## config.mk

```make
export PLATFORM = sky130hd
export DESIGN_NAME = sar_adc_control_unit
export DESIGN_NICKNAME = d
export VERILOG_FILES = /design/src/shared/sar_adc_pkg.sv /design/src/verilog/sar_adc_control_unit.sv
export VERILOG_INCLUDE_DIRS = /design/src /design/src/shared
export SDC_FILE = /design/constraint.sdc
export NUM_CORES = 1
export LEC_CHECK = 0
export ABC_CLOCK_PERIOD_IN_PS = 1900
export BUFFER_PORTS_ARGS = -buffer_cell sky130_fd_sc_hd__buf_2
export CAP_MARGIN = 20
export CORE_UTILIZATION = 37
export CTS_CLUSTER_DIAMETER = 100
export DETAILED_ROUTE_END_ITERATION = 12
export PLACE_DENSITY = 0.69
export SETUP_SLACK_MARGIN = 0.15
export SLEW_MARGIN = 20
export SYNTH_ARGS = -nofsm -noshare
export SYNTH_HDL_FRONTEND = slang
export SYNTH_SLANG_ARGS = --single-unit
```

## constraint.sdc

```tcl
create_clock -name pclk -period 1.9 [get_ports pclk]
set_clock_uncertainty 0.1 [all_clocks]
set_input_delay 0.19 -clock pclk [delete_from_list [all_inputs] [get_ports pclk]]
set_output_delay 0.19 -clock pclk [all_outputs]
set_load 0.1 [all_outputs]
```

## src/shared/sar_adc_consts.svh

```systemverilog
// constants for the converter control unit: register offsets, fields, reset values
// assumes inclusion by the package, the design file, the checker and the bench
`ifndef SAR_ADC_CONSTS_SVH
`define SAR_ADC_CONSTS_SVH

// ----------------------------------------
// register byte offsets
// ----------------------------------------
`define OFF_RESULT_LOW 12'h000
`define OFF_RESULT_HIGH 12'h004
`define OFF_CONTROL 12'h008
`define OFF_CLOCK_SEL 12'h00c
`define OFF_IRQ_STATUS 12'h010
`define OFF_IRQ_MASK 12'h014
`define OFF_IRQ_ENABLES 12'h018

// ----------------------------------------
// control register fields
// ----------------------------------------
`define CTL_CHAN_LSB 0
`define CTL_PWR_LSB 3
`define CTL_EOC_BIT 6
`define CTL_START_BIT 7
`define CTL_RESET 8'h40

// ----------------------------------------
// clock select, interrupt enables, channel count and low data field position
// ----------------------------------------
`define CLKSEL_RESET 2'h1
`define IRQ_EN_GLOBAL 0
`define IRQ_EN_MFUNC1 1
`define IRQ_EN_CONV 2
`define NUM_CHANNELS 6
`define DATA_LOW_LSB 4

`endif

```

## src/shared/sar_adc_pkg.sv

```systemverilog
// types of the converter control unit
// assumes the constants header sits beside it
`include "sar_adc_consts.svh"
package sar_adc_pkg;
   // ----------------------------------------
   // conversion sequencer states
   // ----------------------------------------
   typedef enum logic [1:0] {
      st_idle = 2'b00,
      st_reset = 2'b01,
      st_convert = 2'b10
   } conv_state_t;
endpackage : sar_adc_pkg

```

## src/verilog/sar_adc_control_unit.sv

```systemverilog
// control unit for a six channel 12-bit successive approximation converter
// assumes an apb master on pclk and an analog core answering on conv_done
//
// Operation
// one of six analog inputs goes to the converter, picked by channel select.
// result upper 8 bits in high register, low 4 bits in low bits 7..4.
// power control all zero powers converter down, else it is powered up.
// start bit rising then falling begins one conversion.
// while start is high converter held in reset, end flag forced to 1.
// end flag cleared to 0 by hardware when a conversion finishes.
// conversion end sets the request flag; interrupt only when enabled.
// interrupt needs global, multi-function 1 and converter enables all set.
// after end flag falls both result registers hold the finished value.
// converter clock is system clock divided by ratio from two select bits.
// software pulses start after each channel change within ten instructions.
// a proper start pulse leaves the end flag reliably high.
// software keeps start low before beginning a conversion.
// conversion runs in hardware while the processor continues.
// channel change to all zeros needs no start pulse.
// divider counter makes one-cycle enable at chosen ratio, default at reset.
// results frozen during conversion, updated in the cycle end flag clears.
`timescale 1ns/1ps
`include "sar_adc_consts.svh"

module sar_adc_control_unit
   import sar_adc_pkg::*;
#(
   parameter int DATA_W = 12,
   parameter int DIV_W = 5
) (
   // clock and reset
   input wire logic pclk,
   input wire logic presetn,
   // apb slave
   input wire logic psel,
   input wire logic penable,
   input wire logic pwrite,
   input wire logic [11:0] paddr,
   input wire logic [31:0] pwdata,
   output logic [31:0] prdata,
   output logic pready,
   output logic pslverr,
   // analog core
   output logic [2:0] conv_channel,
   output logic [5:0] conv_input_route,
   output logic conv_power_on,
   output logic conv_reset,
   output logic conv_start,
   output logic conv_clk_en,
   input wire logic conv_done,
   input wire logic [11:0] conv_data,
   // interrupt
   output logic irq
);

   // ----------------------------------------
   // elaboration checks
   // ----------------------------------------
   if (DATA_W != 12) begin : g_bad_width
      $error("converter result must be 12 bits");
   end
   if (DIV_W < 5) begin : g_bad_div
      $error("divider counter too narrow for ratio 32");
   end

   // ----------------------------------------
   // address decode
   // ----------------------------------------
   function automatic logic hit(input logic [11:0] a, input logic [11:0] off);
      hit = (a == off);
   endfunction : hit

   logic wr_acc;
   logic rd_ok;
   assign wr_acc = psel && penable && pwrite;
   assign pready = 1'b1;
   assign rd_ok = hit(paddr, `OFF_RESULT_LOW) || hit(paddr, `OFF_RESULT_HIGH) ||
      hit(paddr, `OFF_CONTROL) || hit(paddr, `OFF_CLOCK_SEL) ||
      hit(paddr, `OFF_IRQ_STATUS) || hit(paddr, `OFF_IRQ_MASK) ||
      hit(paddr, `OFF_IRQ_ENABLES);
   // unmapped addresses answer with an error, data zero
   assign pslverr = psel && penable && !rd_ok;

   // ----------------------------------------
   // registers
   // ----------------------------------------
   logic [2:0] chan_q;
   logic [2:0] chan_d;
   logic [2:0] pwr_q;
   logic [2:0] pwr_d;
   logic start_q;
   logic start_d;
   logic eoc_q;
   logic eoc_d;
   logic [1:0] clksel_q;
   logic [1:0] clksel_d;
   logic [2:0] irq_en_q;
   logic [2:0] irq_en_d;
   logic status_q;
   logic status_d;
   logic mask_q;
   logic mask_d;
   logic [11:0] result_q;
   logic [11:0] result_d;
   conv_state_t state_q;
   conv_state_t state_d;
   logic [DIV_W-1:0] div_q;
   logic [DIV_W-1:0] div_d;
   logic clk_en_q;
   logic clk_en_d;
   logic [DIV_W-1:0] div_last;
   logic done_evt;
   // reset image of the control byte, a constant so the reset branch stays pure
   localparam logic [7:0] CTL_RESET_V = `CTL_RESET;

   // ----------------------------------------
   // write strobes
   // ----------------------------------------
   logic wr_ctl;
   logic wr_csel;
   logic wr_mask;
   logic wr_en;
   logic wr_clr;
   assign wr_ctl = wr_acc && hit(paddr, `OFF_CONTROL);
   assign wr_csel = wr_acc && hit(paddr, `OFF_CLOCK_SEL);
   assign wr_mask = wr_acc && hit(paddr, `OFF_IRQ_MASK);
   assign wr_en = wr_acc && hit(paddr, `OFF_IRQ_ENABLES);
   // only a one in bit 0 clears the sticky flag
   assign wr_clr = wr_acc && hit(paddr, `OFF_IRQ_STATUS) && pwdata[0];

   // divide ratios 4, 8, 16, 32 for select 0..3
   always_comb begin
      div_last = DIV_W'((32'h4 << clksel_q) - 32'h1);
   end

   assign done_evt = (state_q == st_convert) && conv_done;

   // ----------------------------------------
   // clock divider
   // ----------------------------------------
   always_comb begin
      div_d = div_q + DIV_W'(1);
      clk_en_d = 1'b0;
      // >= so a smaller ratio written mid-count wraps at once
      if (div_q >= div_last) begin
         div_d = '0;
         clk_en_d = 1'b1;
      end
   end

   always_ff @(posedge pclk or negedge presetn) begin
      if (!presetn) begin
         div_q <= '0;
         clk_en_q <= 1'b0;
      end else begin
         div_q <= div_d;
         clk_en_q <= clk_en_d;
      end
   end

   // ----------------------------------------
   // registers and sequencer
   // ----------------------------------------
   // sequencer follows the start bit as written, so the end flag
   // rises in the cycle right after the write
   always_comb begin
      chan_d = chan_q;
      pwr_d = pwr_q;
      start_d = start_q;
      eoc_d = eoc_q;
      clksel_d = clksel_q;
      irq_en_d = irq_en_q;
      status_d = status_q;
      mask_d = mask_q;
      result_d = result_q;
      state_d = state_q;
      // ----- software writes -----
      if (wr_ctl) begin
         chan_d = pwdata[`CTL_CHAN_LSB +: 3];
         pwr_d = pwdata[`CTL_PWR_LSB +: 3];
         start_d = pwdata[`CTL_START_BIT];
      end
      if (wr_csel) begin
         clksel_d = pwdata[1:0];
      end
      if (wr_mask) begin
         mask_d = pwdata[0];
      end
      if (wr_en) begin
         irq_en_d = pwdata[2:0];
      end
      if (wr_clr) begin
         status_d = 1'b0;
      end
      // ----- sequencer -----
      unique case (state_q)
         st_idle: begin
            if (start_d) begin
               state_d = st_reset;
               eoc_d = 1'b1;
            end
         end
         st_reset: begin
            eoc_d = 1'b1;
            if (!start_d) begin
               state_d = st_convert;
            end
         end
         st_convert: begin
            if (start_d) begin
               state_d = st_reset; // restart aborts
               eoc_d = 1'b1;
            end else if (conv_done) begin
               state_d = st_idle;
               eoc_d = 1'b0;
               result_d = conv_data;
            end
         end
         default: begin
            state_d = st_idle;
         end
      endcase
      // set beats a same-cycle clear
      if (done_evt && !start_d) begin
         status_d = 1'b1;
      end
   end

   always_ff @(posedge pclk or negedge presetn) begin
      if (!presetn) begin
         chan_q <= CTL_RESET_V[`CTL_CHAN_LSB +: 3];
         pwr_q <= CTL_RESET_V[`CTL_PWR_LSB +: 3];
         start_q <= CTL_RESET_V[`CTL_START_BIT];
         eoc_q <= CTL_RESET_V[`CTL_EOC_BIT];
         clksel_q <= `CLKSEL_RESET;
         irq_en_q <= 3'h0;
         status_q <= 1'b0;
         mask_q <= 1'b0;
         result_q <= 12'h000;
         state_q <= st_idle;
      end else begin
         chan_q <= chan_d;
         pwr_q <= pwr_d;
         start_q <= start_d;
         eoc_q <= eoc_d;
         clksel_q <= clksel_d;
         irq_en_q <= irq_en_d;
         status_q <= status_d;
         mask_q <= mask_d;
         result_q <= result_d;
         state_q <= state_d;
      end
   end

   // ----------------------------------------
   // analog core controls
   // ----------------------------------------
   genvar gi;
   generate
      for (gi = 0; gi < `NUM_CHANNELS; gi++) begin : g_route
         // codes 6 and 7 route nothing
         assign conv_input_route[gi] = (chan_q == 3'(gi));
      end
   endgenerate

   assign conv_channel = chan_q;
   assign conv_power_on = |pwr_q;
   assign conv_reset = (state_q == st_reset) || (state_q == st_idle);
   // core steps on the divided enable; cpu is never stalled
   assign conv_start = (state_q == st_convert);
   assign conv_clk_en = clk_en_q;

   // both enables plus global plus mask
   assign irq = status_q && mask_q && irq_en_q[`IRQ_EN_GLOBAL] &&
      irq_en_q[`IRQ_EN_MFUNC1] && irq_en_q[`IRQ_EN_CONV];

   // ----------------------------------------
   // read mux
   // ----------------------------------------
   always_comb begin
      prdata = 32'h0000_0000;
      if (psel && !pwrite) begin
         if (hit(paddr, `OFF_RESULT_LOW)) begin
            prdata[`DATA_LOW_LSB +: 4] = result_q[3:0];
         end else if (hit(paddr, `OFF_RESULT_HIGH)) begin
            prdata[7:0] = result_q[11:4];
         end else if (hit(paddr, `OFF_CONTROL)) begin
            prdata[`CTL_CHAN_LSB +: 3] = chan_q;
            prdata[`CTL_PWR_LSB +: 3] = pwr_q;
            prdata[`CTL_EOC_BIT] = eoc_q;
            prdata[`CTL_START_BIT] = start_q;
         end else if (hit(paddr, `OFF_CLOCK_SEL)) begin
            prdata[1:0] = clksel_q;
         end else if (hit(paddr, `OFF_IRQ_STATUS)) begin
            prdata[0] = status_q;
         end else if (hit(paddr, `OFF_IRQ_MASK)) begin
            prdata[0] = mask_q;
         end else if (hit(paddr, `OFF_IRQ_ENABLES)) begin
            prdata[2:0] = irq_en_q;
         end
      end
   end

endmodule : sar_adc_control_unit

```

Yosys cells after proc, flatten, opt, wreduce, memory -nomap -nowiden
Cells that the tools add are included.

cells by class
  $add $sub $neg = 2
  multipliers = 0
  div/mod/pow operators = 0
  order comparisons = 1
  equality and inequality tests = 16
  shift-type cells = 1
  muxes and demuxes = 27
  bitwise operators = 1
  reductions and logical operators = 35

operators by type and width
  cell                 count
  $eq 12x5->1 const B  3
  $eq 12x4->1 const B  2
  $logic_and 1x1->1    16
  $mux 8               2
  $mux 2               7
  $eq 12x3->1 const B  1
  $logic_not 12->1     1
  $mux 1               10
  $mux 5               2
  $reduce_and 3->1     3
  $mux 4               2
  $logic_or 1x1->1     7
  $eq 3x2->1 const B   2
  $eq 3x3->1 const B   2
  $mux 3               2
  $pmux 2 s3           1
  $add 5x1->5 const B  1
  $ge 5x5->1           1
  $shl 3x2->5 const A  1
  $sub 5x1->5 const B  1
  $ne 2x2->1 const B   2
  $eq 3x1->1 const B   1
  $logic_not 1->1      3
  $logic_not 3->1      1
  other kinds (9)      9

word-level totals
  register bits = 35
  bits in latches = 0
  bits in writable memories = 0
  ROM bits = 0
  bits of input ports = 62
  logic and storage cells = 95
  memories kept = 0

Depth between registers and ports, before layout
  depth after elaboration = 9
  depth in mapped cells = 6
  mapped depth without buffers = 5

Least setup slack after synthesis
No wires, ideal clock.

  kind = flip-flop to output port
  start point = register chan_q[0] (netlist: conv_channel[0])
  end point = output port prdata[0]
  arrival = 3.798 ns
  required time = 1.610 ns
  path slack = -2.188 ns
  cell stages (with the launch flop) = 4
  buffers on the path = 0
  cells stage by stage = dfrtp_1 > a21oi_1 > or3_1 > a221oi_1

between the ends
  word-level cells in the longest chain between the ends = 4

ends and longest elaborated chain
  item                    RTL line                     source
  start, declared         sar_adc_control_unit.sv:87   logic [2:0] chan_q;
  start signal, assigned  sar_adc_control_unit.sv:231  chan_q <= CTL_RESET_V[`CTL_CHAN_LSB +: 3];
  start signal, assigned  sar_adc_control_unit.sv:242  chan_q <= chan_d;
  $mux 3                  sar_adc_control_unit.sv:287  end else if (hit(paddr, `OFF_CONTROL)) begin
  $mux 8                  sar_adc_control_unit.sv:285  end else if (hit(paddr, `OFF_RESULT_HIGH)) begin
  $mux 4                  sar_adc_control_unit.sv:283  if (hit(paddr, `OFF_RESULT_LOW)) begin
  $mux 8                  sar_adc_control_unit.sv:282  if (psel && !pwrite) begin
  end, declared           sar_adc_control_unit.sv:40   output logic [31:0] prdata,

No other way between the ends.

Final worst setup path
  start point = input port paddr[6]
  end point = output port prdata[7]

between the ends
  word-level cells in the longest chain between the ends = 5
  elaborated cells on any way between the ends = 7
  classes of those cells = 2 x eq/ne; 4 x mux; 1 x reduce/logical

ends and longest elaborated chain
  item             RTL line                     source
  start, declared  sar_adc_control_unit.sv:38   input wire logic [11:0] paddr,
  $eq 12x4->1      sar_adc_control_unit.sv:70   hit = (a == off);
  $mux 5           sar_adc_control_unit.sv:287
  $mux 8           sar_adc_control_unit.sv:285
  $mux 4 *         sar_adc_control_unit.sv:283
  $mux 8 *         sar_adc_control_unit.sv:282

Mark *: on every way between the ends. The rest lies on a longest branch, timed or not.

==> run summary <==
Master of the slowest instance on the critical path: or4_4. Walking the worst path, the cells encountered are buf_6, or4_4, or3_4, or3b_4, nor2_4, buf_12. After global routing the overflow that remains totals 0. Detailed placement HPWL: 3650 µm.

Part of the Yosys area used for sequential elements: 0.412. The power density of the placed cells was 727 nW/µm². The count of input and output buffers came out at 59. At the end of routability-driven placement, the weighted congestion stood at 0.834. The number of standard cells after synthesis was 201. The share of the clock period used by the worst path came out at 1.21. The cell area that synthesis handed to floorplanning was 2130 µm². Setup repair after global routing could not meet its margin everywhere.

The total number of clock tree sinks is 35, and the fraction of synthesis flops using an asynchronous set or reset pin is 1.00. After filler insertion, the fill cell instance count of the layout stands at 451. The tools report the pin count of the biggest net entering global routing as 22. Across the VDD grid, the largest voltage drop is 0.667 mV. The logs give 0 for the number of warnings issued by yosys and 2 for the maximum number of buffers from clock root to sink.

The die is 77.9 µm tall. The number of different library cells used by synthesis comes to 38. The dominant delay contributor by cell family on the critical path is simple AND/OR/NAND/NOR gates. For the clock insertion delay at the later pin of the skew report, the log shows 0.29 ns.

Averaged over all synthesized cells, the footprint is 10.6 µm². Sum of internal, switching and leakage power: 0.00236 W. The tools report the element type at the critical path end as an output port. Summed over all cells, the static leakage comes to 1.55 nW. TritonCTS built the clock tree.

The fraction of final layout cells with drive strength greater than 1 is 0.572. The die footprint was 6070 µm². The required time at the worst-slack endpoint was 1.61 ns; the count of routing violations after the opening detailed-route iteration was 77. Routed via count divided by cell count: 4.92.

The type of the setup path with the least slack was primary input to output port. The total count of hold-check failures in the final report came out at 0. STA puts the critical path data arrival time at 2.00 ns. The via total after detailed routing came out at 1,758. In this run the critical register-to-register path is launched from state_q[0]. The area fraction of the dominant cell type after synthesis is 0.387. The final layout contains routed wiring with a total length of 5140 µm. The average detailed-routed wire length per instance is 14.4 µm. The setup check on the worst reg-to-reg path leaves a slack of 0.15 ns.

The die width is 77.9 µm. The path depth of the worst reg2reg path came out at 5. Clock-pin slew was measured on the worst setup and hold paths at 0.07 ns.

The worst register-to-register path ends at result_q[11]. Once placement finished, the instance area stood at 2820 µm². In the routed design, unresolved DRC markers number 0.

Summed over all instances, the cell type with the most area after synthesis is dfrtp_1. The critical path contains buffers and inverters numbering 2 combined. The tool flagged a number of max-cap violations equal to 0. Synthesis inferred 35 register bits. The total number of H-tree levels was 2; the number of placed I/O pins was 110. For the number of core rows, the log shows 27. The worst hold path cell count is 2, and the mux contribution to synthesized area is 0.188.

The net count reported at finish is 350. The number of antenna violations at the first check in global routing came out at 0. Setup violations remaining at the end of the flow were counted as 31. By area, the combinational part of the netlist is dominated by multiplexers.

The initial core utilization was 0.385; the area of the multi-input gates was 1400 µm². In this design, the stage delay of the slowest critical-path cell is 0.53 ns. From synthesis to final layout, the design area changed by 52.1%. For the maximum frequency from static timing analysis, the log shows 436 MHz. Yosys attributes the largest share of cell area to dfrtp_1 39%, buf_4 8.8%, mux2_2 7.4%, mux2_4 7.0%, mux2i_1 3.3%. The count of pins over their slew limit was 0; the first-pass GRT wire length was 8330 µm. The tree is rooted in a clkbuf_8. The class of the tightest hold or removal check was primary input to flop. The via count of the first global-routing pass was 1,699; the total non-filler cell area in the finished layout was 3240 µm². Along the worst path, the maximum fanout reaches 5. The adder-cell share of the synthesized area is 0.0235, and the final setup TNS is -6.47 ns. The overall track demand over capacity in global routing was 0.184.

Yosys instantiated no cell more often than dfrtp_1. The run finished, with violations left. In this run the remaining antenna-violating nets after routing total 0.

The post-route worst setup slack came out at -0.391 ns. The beginning of the worst hold path is conv_data[10]. The path with the worst hold slack has its endpoint at result_q[10].

The number of CTS-inserted buffers is 5, and the post-synthesis xor/xnor area fraction is 0.0123. By count the netlist is led by 33 x dfrtp_1, 25 x buf_4, 18 x nor2_1. Dominant register cell in the synthesized netlist: dfrtp_1.

The repair_antennas step left the layout with diodes totalling 0. The area used by sequential logic in the layout is 890 µm², and the post-synthesis compound-gate area fraction is 0.0839. Subtracting the final worst setup slack from the clock period gives 2.29 ns. The synthesized design contains 0 enable-type register cells. The critical path launch point type is a primary input. The region available for standard cell placement spans 5540 µm². The checks that failed: negative setup slack. The synthesized-area fraction occupied by and/or/nand/nor cells works out to 0.161. The pre-antenna-repair detailed-routing pass consisted of 4 iterations.
==> sequential cells by signal, summed over array words and instances, names as in the netlist <==
name          flops
result_q         12
div_q             5
conv_channel      3
irq_en_q          3
pwr_q             3
clksel_q          2
state_q           2
conv_clk_en       1
eoc_q             1
mask_q            1
start_q           1
status_q          1
==> repair_timing <==
item	CTS	global route
setup endpoints to repair	36	45
buffers inserted	5	2
hold buffers	1	0
resized for setup	29	26
pin swaps	9	8
endpoints found under the hold margin	14	0
==> report_power, final <==
group          leakage [nW]  total (W)  internal (W)  switching (W)
clock                0.0581   0.000671      0.000390       0.000281
sequential            0.448   0.000891      0.000828      0.0000633
combinational          1.04   0.000795      0.000269       0.000526
total                  1.55    0.00236       0.00149       0.000870
==> routing by layer <==
layer	part of all wire	wire length, µm	vias up	global-route usage
met4	0.022	114	0	0.0907
li1	-	-	827	-
met5	0	0	-	0
met3	0.048	246	12	0.0459
met2	0.48	2470	62	0.288
met1	0.45	2310	857	0.236
==> cell usage in the layout (no fill, tap or decap), types with 4 or more instances in the layout <==
cell and instances:
a21oi_1 8, a211oi_2 4, mux2_4 21, buf_2 41
buf_4 14, conb_1 25, nor2_1 10, mux2i_1 5
buf_6 16, nand3_1 6, or3_1 4, dfrtp_1 30
clkbuf_8 5, nand2_1 10, nor2_4 6, mux2_2 5
buf_12 12
==> final cells by class <==
type	instances	area share
Clock buffer	5	0.0212
Tap cell	72	0.0278
Multi-Input combinational cell	154	0.430
Inverter	4	0.00463
Sequential cell	35	0.274
Timing Repair Buffer	84	0.228
Clock inverter	3	0.0135
==> cells by family after synthesis <==
logic type | after synthesis
buf+inv | 35
flops | 35
fa+ha+maj | 4
xor+xnor | 3
compound gates | 27
simple gates | 62
other cells | 2
mux | 33
==> worst reg2reg max path, delay by kind of cell, from the launching register on <==
family | cells | cell delay, ns
buffers and inverters | 1 | 0.19
multiplexers | 2 | 0.53
flip-flops | 1 | 0.49
AND/OR/NAND/NOR | 2 | 0.33
==> worst max-delay path by stage <==
stage,cells past startpoint,slack (ns),start,to
2_1_floorplan,4,-0.50,paddr[9],prdata[3]
3_3_place_gp,6,-0.42,paddr[7],prdata[7]
3_5_place_dp,6,-0.45,paddr[7],prdata[3]
4_1_cts,6,-0.43,paddr[10],prdata[3]
5_1_grt,6,-0.42,paddr[6],prdata[3]
6_report,6,-0.39,paddr[6],prdata[7]
==> through the flow <==
step / hold WS, ns / utilization / instances / setup slack [ns]
2_1_floorplan: -0.206 / - / 224 / -0.496
3_3_place_gp: 0.0122 / 0.508 / 341 / -0.418
3_5_place_dp: 0.0243 / 0.508 / 341 / -0.446
4_1_cts: 0.00675 / 0.561 / 355 / -0.428
5_1_grt: 0.00819 / 0.586 / 357 / -0.422
6_report: 0.0213 / 0.586 / 357 / -0.391
Note: power is estimated with default switching activity, not from simulation.
